==> src/inc/usb_cfg_pkg.sv <==
`default_nettype none
package usb_cfg_pkg;
  localparam logic [7:0] OFS_IFACE_CFG   = 8'h01;
  localparam logic [7:0] OFS_PKT_END     = 8'h20;
  localparam logic [7:0] OFS_PKT_LEN_H   = 8'h08;
  localparam logic [7:0] OFS_INT_MASK    = 8'h2E;
  localparam logic [7:0] OFS_ENUM_RAM    = 8'h30;
  localparam logic [7:0] OFS_EP_BUF      = 8'h31;
  localparam logic [7:0] OFS_REQ_PKT     = 8'h32;
  localparam logic [7:0] OFS_EP_BC       = 8'h33;
  localparam logic [7:0] OFS_PTR_LOW     = 8'h3A;
  localparam logic [7:0] OFS_PTR_HIGH    = 8'h3B;
  localparam logic [7:0] OFS_IND_DATA    = 8'h3C;
  localparam logic [15:0] XOFS_POLARITY  = 16'hE609;
  localparam logic [15:0] XOFS_TOGGLE    = 16'hE683;
  localparam int BIT_CLK_SRC   = 7;
  localparam int BIT_FREQ_SEL  = 6;
  localparam int BIT_CLK_OE    = 5;
  localparam int BIT_CLK_INV   = 4;
  localparam int BIT_STROBE    = 3;
  localparam int BIT_LOWPWR    = 2;
  localparam int BIT_PIN_D     = 1;
  localparam int BIT_PULLUP    = 0;
  localparam int BIT_IRQ_BUSACT = 1;
  localparam logic [7:0] RST_IFACE_CFG = 8'hC9;
  localparam logic [7:0] RST_INT_MASK  = 8'hFF;
  localparam logic [7:0] RST_POLARITY  = 8'h00;
  localparam logic [7:0] POLARITY_MASK = 8'h3F;
  localparam logic [7:0] RST_TOGGLE    = 8'h00;
  localparam int REQ_PKT_BYTES = 8;
  localparam int CLK_MHZ       = 200;
  localparam int PKT_LEN_WAIT_US = 35;
  localparam int FLUSH_WAIT_US   = 85;
  localparam int PKT_LEN_WAIT_CYC = PKT_LEN_WAIT_US * CLK_MHZ;
  localparam int FLUSH_WAIT_CYC   = FLUSH_WAIT_US * CLK_MHZ;
  localparam logic [7:0] APB_CMD    = 8'h00;
  localparam logic [7:0] APB_RDATA  = 8'h04;
  localparam logic [7:0] APB_STATUS = 8'h08;
  localparam logic [7:0] APB_IRQ_ST = 8'h0C;
  localparam logic [7:0] APB_IRQ_MK = 8'h10;
  localparam logic [7:0] APB_CTRL   = 8'h14;
  localparam int CMD_WR_BIT = 16;
endpackage
`default_nettype wire

==> src/inc/cmd_port_if.sv <==
`timescale 1ns/1ps
`default_nettype none
interface cmd_port_if;
  logic       cmdValid;
  logic       cmdWrite;
  logic [7:0] cmdAddr;
  logic [7:0] cmdWdata;
  logic       cmdReady;
  logic [7:0] cmdRdata;
  logic       busActivityIrq;
  logic       resumePin;
  modport device (
    input  cmdValid, cmdWrite, cmdAddr, cmdWdata, resumePin,
    output cmdReady, cmdRdata, busActivityIrq
  );
  modport master (
    output cmdValid, cmdWrite, cmdAddr, cmdWdata, resumePin,
    input  cmdReady, cmdRdata, busActivityIrq
  );
endinterface
`default_nettype wire

==> src/hdl/pin_sync.sv <==
`timescale 1ns/1ps
`default_nettype none
module pin_sync (
  input  wire logic clk,
  input  wire logic reset,
  input  wire logic pinIn,
  output logic      pinOut
);
  logic [2:0] stage_q;
  logic       out_q;
  always_ff @(posedge clk) begin
    if (reset) begin
      stage_q <= 3'h0;
      out_q   <= 1'b0;
    end else begin
      stage_q <= {stage_q[1:0], pinIn};
      if (stage_q[1] == stage_q[2]) begin
        out_q <= stage_q[2];
      end
    end
  end
  assign pinOut = out_q;
endmodule
`default_nettype wire

==> src/hdl/usb_iface_device.sv <==
`timescale 1ns/1ps
`default_nettype none
module usb_iface_device
  import usb_cfg_pkg::*;
#(
  parameter int ENUM_RAM_DEPTH = 500,
  parameter int EP_BUF_DEPTH   = 64
) (
  input  wire logic      clk,
  input  wire logic      reset,
  cmd_port_if.device     port,
  input  wire logic      usbActivity,
  input  wire logic      usbSuspend,
  input  wire logic      ifaceClkExt,
  input  wire logic      int30Clk,
  input  wire logic      int48Clk,
  input  wire logic      fifoReadIn,
  input  wire logic      fifoWriteIn,
  input  wire logic      chipSelIn,
  input  wire logic      flagDValue,
  input  wire logic [63:0] reqPacket,
  output logic           fifoClk,
  output logic           ifaceClkOut,
  output logic           ifaceClkOe,
  output logic           fifoRead,
  output logic           fifoWrite,
  output logic           flagOutD,
  output logic           flagOutDOe,
  output logic           chipSel,
  output logic           oscRunning,
  output logic           pullupFloat,
  output logic           ctrlStall,
  output logic [7:0]     strobePolarity
);
  logic [7:0] cfg_q, mask_q, bc_q, ptrLo_q, ptrHi_q, pol_q, tog_q, rdata_q;
  logic [2:0] setupIdx_q;
  logic       lowPower_q, stall_q, actIrq_q, fifoRd_q, fifoWr_q;
  logic       resumeSync;
  logic [7:0] enumRam [ENUM_RAM_DEPTH];
  logic [7:0] epBuf [EP_BUF_DEPTH];
  localparam int RAM_AW = $clog2(ENUM_RAM_DEPTH);
  logic [RAM_AW-1:0]                 ramIdx_q;
  logic [$clog2(EP_BUF_DEPTH)-1:0]   bufIdx_q;

  pin_sync resumeSyncInst (
    .clk    (clk),
    .reset  (reset),
    .pinIn  (port.resumePin),
    .pinOut (resumeSync)
  );

  // Accesses count only when taken, so a stalled request neither writes twice
  // nor steps a read pointer while the oscillator is stopped.
  wire        take    = port.cmdValid & ~lowPower_q;
  wire        wr      = take & port.cmdWrite;
  wire        rd      = take & ~port.cmdWrite;
  wire [15:0] indAddr = {ptrHi_q, ptrLo_q};
  wire        indPol  = indAddr == XOFS_POLARITY;
  wire        indTog  = indAddr == XOFS_TOGGLE;
  wire        wakeEvt = usbActivity | resumeSync;

  // Writing the low-power bit stops the oscillator until a wake source appears.
  always_ff @(posedge clk) begin
    if (reset) begin
      cfg_q      <= RST_IFACE_CFG; // see RULE11
      mask_q     <= RST_INT_MASK;
      bc_q       <= 8'h00; // see RULE13
      ptrLo_q    <= 8'h00;
      ptrHi_q    <= 8'h00;
      pol_q      <= RST_POLARITY; // see RULE14
      tog_q      <= RST_TOGGLE;
      lowPower_q <= 1'b0;
      stall_q    <= 1'b0;
      setupIdx_q <= 3'h0;
      ramIdx_q   <= '0;
      bufIdx_q   <= '0;
      actIrq_q   <= 1'b0;
      rdata_q    <= 8'h00;
    end else begin
      actIrq_q <= usbSuspend & mask_q[BIT_IRQ_BUSACT];
      stall_q  <= 1'b0;
      if (lowPower_q && wakeEvt) begin
        lowPower_q <= 1'b0; // see RULE9
      end
      if (wr) begin
        case (port.cmdAddr)
          OFS_IFACE_CFG: begin
            cfg_q <= port.cmdWdata;
            if (port.cmdWdata[BIT_LOWPWR]) begin
              lowPower_q <= 1'b1; // see RULE7
            end
          end
          OFS_INT_MASK: mask_q <= port.cmdWdata;
          OFS_ENUM_RAM: begin
            enumRam[ramIdx_q] <= port.cmdWdata;
            ramIdx_q <= (ramIdx_q == RAM_AW'(ENUM_RAM_DEPTH - 1)) ? '0 : ramIdx_q + 1'b1;
          end
          OFS_EP_BUF: begin
            epBuf[bufIdx_q] <= port.cmdWdata;
            bufIdx_q <= bufIdx_q + 1'b1;
          end
          OFS_REQ_PKT:  stall_q <= 1'b1; // see RULE12
          OFS_EP_BC:    bc_q <= port.cmdWdata; // see RULE13
          OFS_PTR_LOW:  ptrLo_q <= port.cmdWdata;
          OFS_PTR_HIGH: ptrHi_q <= port.cmdWdata;
          OFS_IND_DATA: begin
            if (indPol) begin
              pol_q <= port.cmdWdata & POLARITY_MASK; // see RULE19 RULE14
            end
            if (indTog) begin
              tog_q <= port.cmdWdata;
            end
          end
          default: ;
        endcase
      end
      if (rd) begin
        case (port.cmdAddr)
          OFS_IFACE_CFG: rdata_q <= cfg_q;
          OFS_INT_MASK:  rdata_q <= mask_q;
          OFS_EP_BUF: begin
            rdata_q  <= epBuf[bufIdx_q];
            bufIdx_q <= bufIdx_q + 1'b1;
          end
          OFS_REQ_PKT: begin
            rdata_q    <= reqPacket[setupIdx_q*8 +: 8]; // see RULE12
            setupIdx_q <= setupIdx_q + 1'b1;
          end
          OFS_EP_BC:    rdata_q <= bc_q;
          OFS_PTR_LOW:  rdata_q <= ptrLo_q;
          OFS_PTR_HIGH: rdata_q <= ptrHi_q;
          OFS_IND_DATA: rdata_q <= indPol ? pol_q : (indTog ? tog_q : 8'h00); // see RULE19
          default:      rdata_q <= 8'h00;
        endcase
      end
    end
  end

  // Strobe inputs are registered in synchronous mode; asynchronous mode passes them straight.
  always_ff @(posedge clk) begin
    if (reset) begin
      fifoRd_q <= 1'b0;
      fifoWr_q <= 1'b0;
    end else begin
      fifoRd_q <= fifoReadIn;
      fifoWr_q <= fifoWriteIn;
    end
  end

  wire intClk = cfg_q[BIT_FREQ_SEL] ? int48Clk : int30Clk; // see RULE2
  wire srcClk = cfg_q[BIT_CLK_SRC] ? intClk : ifaceClkExt; // see RULE1
  assign fifoClk        = srcClk ^ cfg_q[BIT_CLK_INV]; // see RULE4
  assign ifaceClkOut    = intClk;
  assign ifaceClkOe     = cfg_q[BIT_CLK_OE]; // see RULE3
  assign fifoRead       = cfg_q[BIT_STROBE] ? fifoReadIn : fifoRd_q; // see RULE5 RULE6
  assign fifoWrite      = cfg_q[BIT_STROBE] ? fifoWriteIn : fifoWr_q; // see RULE5 RULE6
  assign flagOutD       = flagDValue;
  assign flagOutDOe     = cfg_q[BIT_PIN_D]; // see RULE10
  assign chipSel        = ~cfg_q[BIT_PIN_D] & chipSelIn; // see RULE10
  assign oscRunning     = ~lowPower_q; // see RULE7
  assign pullupFloat    = cfg_q[BIT_PULLUP]; // see RULE17
  assign ctrlStall      = stall_q;
  assign strobePolarity = pol_q;
  assign port.cmdReady  = take;
  assign port.cmdRdata  = rdata_q;
  assign port.busActivityIrq = actIrq_q;
endmodule
`default_nettype wire

==> src/flat_wrapper.sv <==
// flat-port wrapper written by rule: the top's interface ports become plain ports
module usb_iface_device_flat import usb_cfg_pkg::*;
#(
  parameter int ENUM_RAM_DEPTH = 500,
  parameter int EP_BUF_DEPTH   = 64
)
  (clk, reset, usbActivity, usbSuspend, ifaceClkExt, int30Clk, int48Clk, fifoReadIn, fifoWriteIn, chipSelIn, flagDValue, reqPacket, fifoClk, ifaceClkOut, ifaceClkOe, fifoRead, fifoWrite, flagOutD, flagOutDOe, chipSel, oscRunning, pullupFloat, ctrlStall, strobePolarity, port_cmdValid, port_cmdWrite, port_cmdAddr, port_cmdWdata, port_resumePin, port_cmdReady, port_cmdRdata, port_busActivityIrq);
  cmd_port_if port_i ();
  input  wire logic clk;
  input  wire logic reset;
  input  wire logic usbActivity;
  input  wire logic usbSuspend;
  input  wire logic ifaceClkExt;
  input  wire logic int30Clk;
  input  wire logic int48Clk;
  input  wire logic fifoReadIn;
  input  wire logic fifoWriteIn;
  input  wire logic chipSelIn;
  input  wire logic flagDValue;
  input  wire logic [63:0] reqPacket;
  output logic fifoClk;
  output logic ifaceClkOut;
  output logic ifaceClkOe;
  output logic fifoRead;
  output logic fifoWrite;
  output logic flagOutD;
  output logic flagOutDOe;
  output logic chipSel;
  output logic oscRunning;
  output logic pullupFloat;
  output logic ctrlStall;
  output logic [7:0] strobePolarity;
  input wire logic [$bits(port_i.cmdValid)-1:0] port_cmdValid;
  input wire logic [$bits(port_i.cmdWrite)-1:0] port_cmdWrite;
  input wire logic [$bits(port_i.cmdAddr)-1:0] port_cmdAddr;
  input wire logic [$bits(port_i.cmdWdata)-1:0] port_cmdWdata;
  input wire logic [$bits(port_i.resumePin)-1:0] port_resumePin;
  output wire logic [$bits(port_i.cmdReady)-1:0] port_cmdReady;
  output wire logic [$bits(port_i.cmdRdata)-1:0] port_cmdRdata;
  output wire logic [$bits(port_i.busActivityIrq)-1:0] port_busActivityIrq;
  assign port_i.cmdValid = port_cmdValid;
  assign port_i.cmdWrite = port_cmdWrite;
  assign port_i.cmdAddr = port_cmdAddr;
  assign port_i.cmdWdata = port_cmdWdata;
  assign port_i.resumePin = port_resumePin;
  assign port_cmdReady = port_i.cmdReady;
  assign port_cmdRdata = port_i.cmdRdata;
  assign port_busActivityIrq = port_i.busActivityIrq;
  usb_iface_device #(.ENUM_RAM_DEPTH(ENUM_RAM_DEPTH), .EP_BUF_DEPTH(EP_BUF_DEPTH)) u_core (.clk(clk), .reset(reset), .port(port_i), .usbActivity(usbActivity), .usbSuspend(usbSuspend), .ifaceClkExt(ifaceClkExt), .int30Clk(int30Clk), .int48Clk(int48Clk), .fifoReadIn(fifoReadIn), .fifoWriteIn(fifoWriteIn), .chipSelIn(chipSelIn), .flagDValue(flagDValue), .reqPacket(reqPacket), .fifoClk(fifoClk), .ifaceClkOut(ifaceClkOut), .ifaceClkOe(ifaceClkOe), .fifoRead(fifoRead), .fifoWrite(fifoWrite), .flagOutD(flagOutD), .flagOutDOe(flagOutDOe), .chipSel(chipSel), .oscRunning(oscRunning), .pullupFloat(pullupFloat), .ctrlStall(ctrlStall), .strobePolarity(strobePolarity));
endmodule
==> config.mk <==
export PLATFORM = sky130hd
export DESIGN_NAME = usb_iface_device_flat
export DESIGN_NICKNAME = d
export VERILOG_FILES = /design/src/inc/usb_cfg_pkg.sv /design/src/inc/cmd_port_if.sv /design/src/hdl/pin_sync.sv /design/src/hdl/usb_iface_device.sv /design/src/flat_wrapper.sv
export SDC_FILE = /design/constraint.sdc
export NUM_CORES = 1
export LEC_CHECK = 0
export BUFFER_PORTS_ARGS = -buffer_cell sky130_fd_sc_hd__buf_2
export CAP_MARGIN = 40
export CORE_MARGIN = 4
export CORE_UTILIZATION = 50
export DETAILED_ROUTE_END_ITERATION = 10
export PLACE_DENSITY = 0.67
export SLEW_MARGIN = 20
export SYNTH_ARGS = -nofsm -noshare
export SYNTH_HDL_FRONTEND = slang
export SYNTH_SLANG_ARGS = --single-unit
==> constraint.sdc <==
create_clock -name clk -period 4.5 [get_ports clk]
set_input_delay 0.225 -clock clk [delete_from_list [all_inputs] [get_ports clk]]
set_output_delay 0.225 -clock clk [all_outputs]
set_load 0.03 [all_outputs]
==> impl_metrics.toml <==
[status]
run_status = "finished clean"

[synthesis]
syn_area_mm2 = 0.0238
synth_edf_count = 512
synth_top_family_by_area = "multiplexers"
yosysTopAreaCellShare_pct = 64.6
seq_area_frac_synth_pct = 71.3
ys_warn_count = 0
avgSynthCellArea_um2 = 16.1
synth_ff_type = "edfxtp_1"
synthMuxAreaShare_pct = 11.9
synth-simple-area-share_pct = 6.44
ys_types = 64
synthArstFlopShare_pct = 0
synth_compound_area_share_pct = 8.01
synth_fa_ha_area_share_pct = 0.105
yosysTopAreaCell = "edfxtp_1"
synth_xor_area_share_pct = 0.368
synthTopCellsByArea = "edfxtp_1 65%, dfxtp_1 6.7%, mux4_2 6.2%"
synth_seq_cells = 592
syn_inst = 1478

[route]
wirelength_um = 64200
drtAntennaViolNets = 0
via_per_inst = 6.38
vias = 14400
wire_per_inst_um = 28.3
dr.pass1.iters = 7
drc_errors = 0
drt_iter0_markers = 1831

[sta]
fin_crit_sh_pct = 77.6
rsz0062_at_grt = "no"
tns_ns = 0
hold_viol = 0
drv_slew = 0
min_period_ns = 3.49
worst_clock_skew_ns = 0.0219
maxSlewHeadroom_pct = 42.1
fmax_ghz = 0.286
tightest_slew_ns = 0.861
final-setup-viol-count = 0

[clock_network]
cts_buffers = 59
post-cts-setup-buffers = 0
path_clk_slew_ns = 0.06
clk_latency_ns = 0.62
cts-resized-gates = 0
cts_buffer_depth = 3
holdBufCountCts = 7
htreeDepth = 2
cts_sinks = 592
clock-root-buffer = "clkbuf_16"
cts_tree = "done"

[setup_path]
cpPeakStageDelay_ns = 0.75
critPathSlowestCell = "nor2_1"
cp.required_ns = 4.74
crit_type = "input port to flip-flop"
critPathMaxFanout = 16
cp_cell_sequence = "dlygate4sd3_1 > buf_2 > or3b_1 > or3_1 > nor4_2 > nand2_1 > nor2_1"
start_kind = "input port"
crit_path_end_kind = "flip-flop"
worst-path-buf-inv = 2
arrival_ns = 3.73
crit_family = "simple AND/OR/NAND/NOR gates"

[grt]
grt.overflow.total = 0
grt_pass1_vias = 14200
track_usage_pct = 25.1
antenna_found_initial = 1
grt_pass1_wl_um = 94200
grt_max_degree = 71

[floorplan]
start_util_pct = 50.8
core_area_mm2 = 0.0469
rows = 79
die_w_um = 226
die_h_um = 226
io_pins = 123
dieArea_mm2 = 0.0512

[power]
power_frac_clock_pct = 45.5
intPower_w = 0.00912
ir_worst_vdd_uv = 342
seqPwrFrac_pct = 52.3
leakagePower_nw = 8.81
swShare_pct = 19.9
p_sw_w = 0.00226
p_per_area_mw_per_mm2 = 416
pwr-share-comb_pct = 2.2

[placement]
dp_hpwl_um = 41800
place_area_mm2 = 0.0252
io_buffers = 118
place_congestion = 0.891

[finish]
diodes = 0
drive_gt1_share_pct = 21.6
syn2layout_area_growth_pct = 15.0
final_nets = 1704
design_area_mm2 = 0.0274
nFillCells = 3548

[worst_hold_path]
hold_class = "input port to flip-flop"

[job]
maxCapViolCount = 0
[kinds of logic after synthesis]
| family | Yosys count |
|---|---|
| AO/OA/AOI/OAI | 248 |
| XOR/XNOR | 10 |
| adder cells (fa/ha/maj) | 2 |
| buffers and inverters | 106 |
| flip-flops | 592 |
| multiplexers | 198 |
| other | 1 |
| AND/OR/NAND/NOR | 321 |
[power by group through the flow]
stage	clock network (W)	registers, W	logic (W)
final	0.00518	0.00595	0.000251
after global routing	0.00547	0.00595	0.000268
after CTS	0.00523	0.00595	0.000250
after detailed placement	0	0.00607	0.000247
after global placement	0	0.00607	0.000230
after floorplan	0	0.00608	0.0000611
[sequential cells by signal, summed over array words and instances, names as in the netlist, 6 cells and up]
signal,cells
u_core.bc_q,8
u_core.mask_q,8
u_core.ptrHi_q,8
u_core.cfg_q,8
u_core.bufIdx_q,6
u_core.port.cmdRdata,8
u_core.epBuf,512
u_core.strobePolarity,6
u_core.tog_q,8
u_core.ptrLo_q,8
[final timing paths]
kind / startpoint / endpoint / slack (ns) / cells past startpoint
worst min register to register: u_core.resumeSyncInst.stage_q[0] / u_core.resumeSyncInst.stage_q[1] / 0.44 / 1
worst min-delay path: port_cmdAddr[3] / u_core.ctrlStall / 0.04 / 2
worst max-delay path: port_cmdAddr[0] / u_core.epBuf[25][5] / 1.01 / 7
worst max register to register: u_core.bufIdx_q[1] / u_core.port.cmdRdata[5] / 1.05 / 7
[final cells by class]
| cell class | instances | area [µm²] | area share (%) |
|---|---|---|---|
| clock buffers | 72 | 1560 | 5.69 |
| clock inverters | 40 | 492 | 1.80 |
| inverters | 6 | 22.5 | 0.0823 |
| multi-input cells | 781 | 6410 | 23.4 |
| flip-flops and latches | 592 | 17000 | 62.1 |
| well taps | 607 | 759 | 2.77 |
| repair buffers | 168 | 1150 | 4.19 |
[Yosys cell counts, types with 6 or more instances]
cell / instances
a22o_1: 9
nor2_1: 133
dfxtp_1: 80
o21ai_0: 19
edfxtp_1: 512
nand2_1: 92
a31oi_1: 9
mux2_2: 21
nand3_1: 8
inv_1: 6
xor2_1: 6
o2111ai_1: 6
o22a_1: 7
a221oi_1: 93
clkbuf_1: 62
mux2i_1: 111
nand3b_1: 17
buf_2: 26
a22oi_1: 34
a221o_1: 8
nor3_1: 7
o22ai_1: 27
mux4_2: 66
a21oi_1: 16
nor2b_1: 13
buf_1: 9
[through the flow]
step / util [%] / total power (W) / hold slack (ns) / std cells / setup WS [ns]
CTS: 58.3 / 0.0114 / 0.0149 / 2262 / 1.11
finish: 58.4 / 0.0114 / 0.0436 / 2266 / 1.01
global placement: 53.4 / 0.00630 / 0.424 / 2133 / 1.11
floorplan: - / 0.00614 / 0.324 / 1479 / 1.97
global route: 58.4 / 0.0117 / 0.0400 / 2266 / 0.844
detailed placement: 53.8 / 0.00632 / 0.425 / 2143 / 0.991
[layer usage]
layer | track usage (%) | part of all wire [%] | vias to the layer above
li1 | - | - | 6195
met1 | 36.0 | 41 | 7303
met2 | 39.1 | 47 | 838
met3 | 5.23 | 9.5 | 109
met4 | 7.95 | 3.0 | 2
met5 | 0 | 0.011 | -
[cells in the final DEF, fill, tap and decap left out, types with 12 or more instances in the layout]
cell       count
edfxtp_1     512
nor2_1       132
buf_2        118
mux2i_1      111
a221oi_1      93
nand2_1       92
dfxtp_1       77
mux4_2        66
clkbuf_16     60
a22oi_1       34
o22ai_1       27
buf_4         27
mux2_2        21
o21ai_0       19
nand3b_1      17
a21oi_1       16
clkinv_2      12
No activity file was read; power rests on OpenSTA's default activity.
